## src/caf_defs.svh

```systemverilog
// offsets, field positions and reset values of the filter control registers
`ifndef CAF_DEFS_SVH
`define CAF_DEFS_SVH

// ----------------------------------------
// register byte addresses
// ----------------------------------------
`define CAF_OFS_FILTER_CONTROL_8_TO_11 12'h000
`define CAF_OFS_FILTER_CONTROL_12_TO_15 12'h004
`define CAF_OFS_FILTER_CONTROL_16_TO_19 12'h008

// ----------------------------------------
// fields inside one filter byte
// ----------------------------------------
`define CAF_BIT_ON 7
`define CAF_MSK_HI 6
`define CAF_MSK_LO 5
`define CAF_DST_HI 4
`define CAF_DST_LO 0

// ----------------------------------------
// reset values
// ----------------------------------------
`define CAF_RST_CONTROL 32'h0000_0000

`endif

```

## src/caf_pkg.sv

```systemverilog
// types shared by the acceptance filter control block
package caf_pkg;

    // one filter's settings, laid out exactly as its byte lane
    typedef struct packed {
        logic filter_on_bit;
        logic [1:0] mask_choice_field;
        logic [4:0] fifo_destination_field;
    } caf_filter_t;

    // one register: four filters, lowest number in the low byte
    typedef caf_filter_t [3:0] caf_word_t;

    // one candidate match presented by the match engine
    typedef struct packed {
        logic valid;
        logic [4:0] filter_index;
    } caf_hit_t;

    // what the acceptance path gets back for a candidate
    typedef struct packed {
        logic accept;
        logic [1:0] mask_choice_field;
        logic [4:0] fifo_destination_field;
    } caf_route_t;

endpackage : caf_pkg

```

## src/caf_filter_control.sv

```systemverilog
// filter control registers for filters 8 to 19 with apb access and routing lookup
`timescale 1ns/1ps
`include "caf_defs.svh"

// What this block does
// - a filter takes part in acceptance only while its enable bit is one
// - two-bit mask choice picks acceptance mask zero to three directly
// - five-bit destination names receive fifo 0 to 31 by its binary value
// - mask choice and destination change only while the filter is disabled
// - all bits read and write, and clear to zero at reset
// - per byte: enable on top, mask choice next, destination in low five bits
// - four filters per register, lowest filter in bits 7:0; 12-15 then 16-19
// - the preceding register holds filters 8 to 11, filter 8 lowest
module caf_filter_control #(
    parameter int FIRST_FILTER = 8,
    parameter int NUM_REGS = 3
) (
    input wire logic pclk,
    input wire logic presetn,
    input wire logic psel,
    input wire logic penable,
    input wire logic pwrite,
    input wire logic [11:0] paddr,
    input wire logic [31:0] pwdata,
    input wire logic [3:0] pstrb,
    output logic [31:0] prdata,
    output logic pready,
    output logic pslverr,
    input wire caf_pkg::caf_hit_t hit,
    output caf_pkg::caf_route_t route,
    output logic [4*NUM_REGS-1:0] filter_enabled,
    output logic [1:0] mask_of_filter [4*NUM_REGS],
    output logic [4:0] fifo_of_filter [4*NUM_REGS]
);

    // ----------------------------------------
    // local sizes
    // ----------------------------------------
    // filters outside this range belong to other control registers
    localparam int NUM_FILTERS = 4 * NUM_REGS;
    localparam int LAST_FILTER = FIRST_FILTER + NUM_FILTERS - 1;

    // ----------------------------------------
    // address decode
    // ----------------------------------------
    // returns register index, or NUM_REGS for an unmapped address
    function automatic int unsigned reg_index(input logic [11:0] addr);
        unique case (addr)
            `CAF_OFS_FILTER_CONTROL_8_TO_11: reg_index = 0;
            `CAF_OFS_FILTER_CONTROL_12_TO_15: reg_index = 1;
            `CAF_OFS_FILTER_CONTROL_16_TO_19: reg_index = 2;
            default: reg_index = NUM_REGS;
        endcase
    endfunction : reg_index

    // true when the address names one of the control registers
    function automatic logic is_mapped(input logic [11:0] addr);
        is_mapped = (reg_index(addr) < NUM_REGS);
    endfunction : is_mapped

    // ----------------------------------------
    // field extractors
    // ----------------------------------------
    // field positions inside one filter byte
    function automatic logic byte_on(input logic [7:0] wbyte);
        byte_on = wbyte[`CAF_BIT_ON];
    endfunction : byte_on

    function automatic logic [1:0] byte_mask(input logic [7:0] wbyte);
        byte_mask = wbyte[`CAF_MSK_HI:`CAF_MSK_LO];
    endfunction : byte_mask

    function automatic logic [4:0] byte_fifo(input logic [7:0] wbyte);
        byte_fifo = wbyte[`CAF_DST_HI:`CAF_DST_LO];
    endfunction : byte_fifo

    // ----------------------------------------
    // filter helpers
    // ----------------------------------------
    // flat position of a filter byte, filter FIRST_FILTER at zero
    function automatic int unsigned flat_pos(input int unsigned r, input int unsigned b);
        flat_pos = 4 * r + b;
    endfunction : flat_pos

    // merges one write byte into a filter, guarding the locked fields
    function automatic caf_pkg::caf_filter_t merge_byte(
        input caf_pkg::caf_filter_t cur,
        input logic locked,
        input logic [7:0] wbyte
    );
        caf_pkg::caf_filter_t res;
        res = cur;
        res.filter_on_bit = byte_on(wbyte);
        // clearing the enable and reprogramming takes two writes
        if (!locked) begin
            res.mask_choice_field = byte_mask(wbyte);
            res.fifo_destination_field = byte_fifo(wbyte);
        end
        merge_byte = res;
    endfunction : merge_byte

    // ----------------------------------------
    // bus qualifiers
    // ----------------------------------------
    int unsigned sel_idx;
    logic mapped;
    logic setup_phase;
    logic access_phase;
    logic wr_access;
    logic rd_setup;

    assign sel_idx = reg_index(paddr);
    assign mapped = is_mapped(paddr);
    assign setup_phase = psel && !penable;
    assign access_phase = psel && penable;
    assign wr_access = access_phase && pwrite;
    assign rd_setup = setup_phase && !pwrite;
    // zero wait states: every access completes in its first access cycle
    assign pready = 1'b1;

    // ----------------------------------------
    // register storage
    // ----------------------------------------
    caf_pkg::caf_word_t ctrl [NUM_REGS];
    caf_pkg::caf_word_t next_ctrl [NUM_REGS];
    logic [3:0] byte_we [NUM_REGS];

    // unmapped addresses write nothing
    always_comb begin
        for (int r = 0; r < NUM_REGS; r++) begin
            byte_we[r] = 4'h0;
            if (wr_access && mapped && (sel_idx == r)) begin
                byte_we[r] = pstrb;
            end
        end
    end

    // ----------------------------------------
    // field lock
    // ----------------------------------------
    logic [3:0] byte_locked [NUM_REGS];

    // the enable stored before a write decides the lock
    always_comb begin
        for (int r = 0; r < NUM_REGS; r++) begin
            for (int b = 0; b < 4; b++) begin
                byte_locked[r][b] = ctrl[r][b].filter_on_bit;
            end
        end
    end

    always_comb begin
        for (int r = 0; r < NUM_REGS; r++) begin
            next_ctrl[r] = ctrl[r];
            for (int b = 0; b < 4; b++) begin
                if (byte_we[r][b]) begin
                    next_ctrl[r][b] = merge_byte(ctrl[r][b], byte_locked[r][b],
                        pwdata[8*b +: 8]);
                end
            end
        end
    end

    always_ff @(posedge pclk or negedge presetn) begin
        if (!presetn) begin
            for (int r = 0; r < NUM_REGS; r++) begin
                ctrl[r] <= `CAF_RST_CONTROL;
            end
        end else begin
            for (int r = 0; r < NUM_REGS; r++) begin
                ctrl[r] <= next_ctrl[r];
            end
        end
    end

    // ----------------------------------------
    // read data
    // ----------------------------------------
    logic [31:0] next_prdata;
    logic [31:0] read_word;

    // plain mux of the stored words
    always_comb begin
        read_word = 32'h0000_0000;
        for (int r = 0; r < NUM_REGS; r++) begin
            if (sel_idx == r) begin
                read_word = ctrl[r];
            end
        end
    end

    // registered, so it is captured during setup for the access edge
    always_comb begin
        next_prdata = 32'h0000_0000;
        if (rd_setup && mapped) begin
            next_prdata = read_word;
        end else if (access_phase) begin
            next_prdata = prdata;
        end
    end

    always_ff @(posedge pclk or negedge presetn) begin
        if (!presetn) begin
            prdata <= 32'h0000_0000;
        end else begin
            prdata <= next_prdata;
        end
    end

    // ----------------------------------------
    // bus error
    // ----------------------------------------
    logic next_pslverr;

    // unmapped addresses answer with an error for reads and writes alike
    always_comb begin
        next_pslverr = 1'b0;
        if (setup_phase) begin
            next_pslverr = !mapped;
        end else if (access_phase) begin
            next_pslverr = pslverr;
        end
    end

    always_ff @(posedge pclk or negedge presetn) begin
        if (!presetn) begin
            pslverr <= 1'b0;
        end else begin
            pslverr <= next_pslverr;
        end
    end

    // ----------------------------------------
    // settings toward the match engine
    // ----------------------------------------
    always_comb begin
        for (int r = 0; r < NUM_REGS; r++) begin
            for (int b = 0; b < 4; b++) begin
                filter_enabled[flat_pos(r, b)] = ctrl[r][b].filter_on_bit;
            end
        end
    end

    always_comb begin
        for (int r = 0; r < NUM_REGS; r++) begin
            for (int b = 0; b < 4; b++) begin
                mask_of_filter[flat_pos(r, b)] = ctrl[r][b].mask_choice_field;
            end
        end
    end

    always_comb begin
        for (int r = 0; r < NUM_REGS; r++) begin
            for (int b = 0; b < 4; b++) begin
                fifo_of_filter[flat_pos(r, b)] = ctrl[r][b].fifo_destination_field;
            end
        end
    end

    // ----------------------------------------
    // routing lookup for a candidate hit
    // ----------------------------------------
    logic hit_in_range;
    int unsigned hit_pos;
    caf_pkg::caf_filter_t hit_filter;

    // combinational so the match engine sees the answer in the same cycle
    assign hit_in_range = hit.valid
        && (int'(hit.filter_index) >= FIRST_FILTER)
        && (int'(hit.filter_index) <= LAST_FILTER);

    always_comb begin
        hit_pos = 0;
        if (hit_in_range) begin
            hit_pos = unsigned'(int'(hit.filter_index) - FIRST_FILTER);
        end
    end

    always_comb begin
        hit_filter = '0;
        for (int r = 0; r < NUM_REGS; r++) begin
            for (int b = 0; b < 4; b++) begin
                if (hit_in_range && (hit_pos == flat_pos(r, b))) begin
                    hit_filter = ctrl[r][b];
                end
            end
        end
    end

    // out-of-range or disabled filters give no accept and no fifo write
    always_comb begin
        route = '0;
        if (hit_filter.filter_on_bit) begin
            route.accept = 1'b1;
            route.mask_choice_field = hit_filter.mask_choice_field;
            route.fifo_destination_field = hit_filter.fifo_destination_field;
        end
    end

endmodule : caf_filter_control

```

## config.mk

```make
export PLATFORM = sky130hd
export DESIGN_NAME = caf_filter_control
export DESIGN_NICKNAME = d
export VERILOG_FILES = /design/src/caf_pkg.sv /design/src/caf_filter_control.sv
export VERILOG_INCLUDE_DIRS = /design/src
export SDC_FILE = /design/constraint.sdc
export NUM_CORES = 1
export LEC_CHECK = 0
export ABC_AREA = 1
export BUFFER_PORTS_ARGS = -buffer_cell sky130_fd_sc_hd__buf_2
export CORE_UTILIZATION = 52
export CTS_CLUSTER_DIAMETER = 40
export DETAILED_ROUTE_END_ITERATION = 10
export GPL_ROUTABILITY_DRIVEN = 1
export HOLD_SLACK_MARGIN = 0.1
export PLACE_DENSITY = 0.8
export RECOVER_POWER = 25
export SETUP_SLACK_MARGIN = 0.2
export SLEW_MARGIN = 20
export SYNTH_ARGS = -nofsm -noshare
export SYNTH_HDL_FRONTEND = slang
export SYNTH_SLANG_ARGS = --single-unit
```

## constraint.sdc

```tcl
create_clock -name pclk -period 2.8 [get_ports pclk]
set_clock_uncertainty 0.1 [all_clocks]
set_input_delay 0.42 -clock pclk [delete_from_list [all_inputs] [get_ports pclk]]
set_output_delay 0.42 -clock pclk [all_outputs]
set_load 0.02 [all_outputs]
```

==> flow_summary_export.csv <==
group,metric,value,unit
global_routing,grt_max_degree,60,
worst_setup_path,end_kind,"primary output",
synth,syn-instance-count,874,
worst_setup_path,start_kind,"input port",
route,wire_per_inst,18.27,um
route,dr_wl_met3,2127,um
route,avgViaCountPerCell,5.623,
synth,ys_ff_latch,129,
route,drt_iter0_drc,664,
route,remaining_drc_errors,0,
cts,tritoncts,"done",
worst_setup_path,cp_data_arrival_time,2.37,ns
timing,period_share,1.032,
global_routing,grt_first_pass_wirelength,36200,um
finish,area_delta_synth_final,36.70,%
placed_design,hpwl,17200,um
global_routing,antenna_found_initial,0,
timing,drv_slew,0,
floorplanning,die-area,13330,um2
power_and_ir_drop,leakagePower,4.650,nW
synth,seq_area_frac_synth,0.4822,
route,drt_first_pass_iters,6,
timing,rsz0062_at_grt,"yes",
floorplanning,fp-row-count,41,
finish,drive_gt1_frac,0.3223,
timing,clock.fmax,345.9,MHz
route,final_antenna_net_count,0,
floorplanning,num_io_pins,197,
placed_design,place_congestion,0.9921,
cts,cts.sinks,129,
cts,insertion_delay,0.43,ns
cts,cts_made_buffers,17,
route,totalWireLength,23500,um
placed_design,portBuffers,195,
worst_setup_path,critical_path.max_fanout,6,
global_routing,grtUsageTotal,0.3650,
synth,syn-cell-area,6695,um2
floorplanning,core_area,12570,um2
timing,setup_slack,-0.09092,ns
cts,h-tree-depth,4,
power_and_ir_drop,powerDensity,493.0,nW/um2
timing,hold_viol_final,0,
hold_path,hold_path_class,"input port to flip-flop",
run_status,violations,"setup timing",
finish,n_antenna_cell,0,
floorplanning,die_h,115.5,um
route,top_layer,"met4",
synth,syn_nets,936,
power_and_ir_drop,ir_worst_vdd,0.5342,mV
finish,nets,1163,
cts,cts.path.max_buffers,2,
global_routing,grt_pass1_vias,6879,
route,met2WireLength,11160,um
timing,slew_headroom,0.2797,
finish,num-fill-cells,988,
route,met1_length,9633,um
cts,clockRootBuffer,"clkbuf_16",
floorplanning,die_width,115.5,um
run_status,status,"finished with violations",
synth,synth.avg_cell_area,7.660,um2
worst_setup_path,cp.required,2.28,ns
timing,fin_crit,2.891,ns
timing,setup_viol,7,
flow_run,cap_violations,0,
timing,max_slew.worst_pin.slew,1.080,ns
global_routing,overflow,0,
floorplanning,start_util,0.5327,
cts,path_clk_slew,0.06,ns
worst_setup_path,critical_path_class,"input port to primary output",
synth,yosys_warnings,0,
power_and_ir_drop,fin_total_pwr,0.004512,W
route,vias,7231,
synth,synth.distinct_cells,37,
placed_design,preCtsSetupSlack,-0.2563,ns
sequential cells by signal, indices dropped and copies added, names as in the netlist:
signal	count
mask_of_filter	24
prdata	32
filter_enabled	12
pslverr	1
fifo_of_filter	60
metrics by stage:
step                hold WS, ns  setup TNS (ns)  utilization  std cells  instance area, um2
floorplan               0.02441               0            -        874                6790
global placement         0.3370          -1.228       0.6554       1248                8237
detailed placement       0.3403          -1.448       0.6554       1248                8237
CTS                      0.1353         -0.2928       0.7218       1283                9071
global route             0.1420          -1.311       0.7282       1286                9153
finish                   0.1393         -0.4507       0.7282       1286                9153
worst max-delay path, cell delays in order:
cell and delay (ns):
buf_8 0.09, inv_6 0.03, ha_4 0.14, inv_2 0.04, nand2_2 0.05, a21oi_4 0.12
buf_6 0.15, nand2_4 0.07, inv_4 0.08, nand3_4 0.14, nor2_4 0.21, buf_6 0.14
nand2_2 0.05, nand4_1 0.10, o21ai_1 0.07, nand4_1 0.14, nor2_2 0.06, nor2_4 0.10
buf_6 0.13
routing by layer:
layer,vias to the layer above,global-route usage
met5,-,0
met4,0,0.1368
met3,59,0.07741
met2,423,0.5872
met1,3415,0.4874
li1,3334,-
final timing paths:
| check | start | end | slack (ns) | cells after the start |
|---|---|---|---|---|
| min reg2reg | prdata[5]$_DFFE_PN0P_ | prdata[5]$_DFFE_PN0P_ | 0.41 | 2 |
| max reg2reg | filter_enabled[6]$_DFFE_PN0P_ | mask_of_filter[10]$_DFFE_PN0P_ | 1.42 | 4 |
| max in group asynchronous | presetn | fifo_of_filter[29]$_DFFE_PN0P_ | 0.51 | 3 |
| min in group asynchronous | presetn | filter_enabled[0]$_DFFE_PN0P_ | 0.62 | 2 |
| min | pwdata[7] | filter_enabled[8]$_DFFE_PN0P_ | 0.14 | 3 |
| max | hit[3] | route[3] | -0.09 | 19 |
synthesized netlist by cell type, drive strengths merged:
library cell    n  area [um2]
a21boi          1       7.510
a21oi          14       81.33
a31o           16       140.1
a32o            5       50.05
buf             7       36.28
clkbuf         29       108.9
clkinv          2       7.510
conb            1       3.750
dfrtp         129        3228
ha              3       37.54
inv            97       364.1
nand2         259       977.2
nand3          61       322.8
nand4          17       125.1
nor2           72       305.3
nor3           14       81.33
nor3b           1       12.51
nor4            3       25.02
o211ai          2       15.01
o21ai         123       615.6
o221ai         15       131.4
o22ai           1       6.260
or2             2       12.52
where the power goes:
group          switching, W  internal, W  total [W]
logic              0.000167    0.0000892   0.000256
clock network      0.000826      0.00156    0.00239
registers       0.000000663      0.00187    0.00187
cell type report:
cell class,count,area [um2],area share
Sequential cell,129,3228,0.3527
Multi-Input combinational cell,610,3202,0.3498
Timing Repair Buffer,244,1486,0.1624
Clock buffer,24,481.7,0.05263
Inverter,99,389.1,0.04252
Tap cell,172,215.2,0.02351
Clock inverter,8,150.1,0.01640
cell families after synthesis:
logic type | synth area share
fa+ha+maj | 0.005607
compound gates | 0.1564
other cells | 0.0005601
flops | 0.4822
buf+inv | 0.07718
simple gates | 0.2781
cell usage in the layout, fill, tap and decap left out, types with 2 or more instances in the layout:
master	netlist	layout
clkbuf_1	29	5
nand2_2	2	10
buf_2	5	184
inv_2	5	7
inv_6	0	2
buf_4	1	38
a31o_2	16	16
nor4_1	2	2
a21oi_1	13	11
clkbuf_8	0	3
nand3_4	1	3
a32o_1	5	5
nand2_4	0	4
nand4_4	0	2
nand4_1	14	15
a21oi_2	0	2
nor2_2	5	11
o21ai_0	97	92
buf_8	0	2
clkinv_1	2	2
inv_1	92	86
nor3_2	0	2
nand3_1	59	55
nand3_2	1	3
bufinv_16	0	4
nor3_1	13	11
nor2_4	3	16
o21ai_1	26	31
nand2_1	257	245
inv_4	0	2
buf_12	0	5
nor2_1	64	45
o211ai_1	2	2
dfrtp_1	129	129
clkbuf_16	0	17
o221ai_1	15	15
buf_6	0	11
what timing repair did:
item                       4_1_cts  5_1_grt
setup endpoints to repair        8        8
setup buffers                    2        3
hold endpoints to repair        41        0
cloned                           0        0
hold buffers                     1        0
pin swaps                       24        6
resized for setup               57       23
No activity file was read; power rests on OpenSTA's default activity.
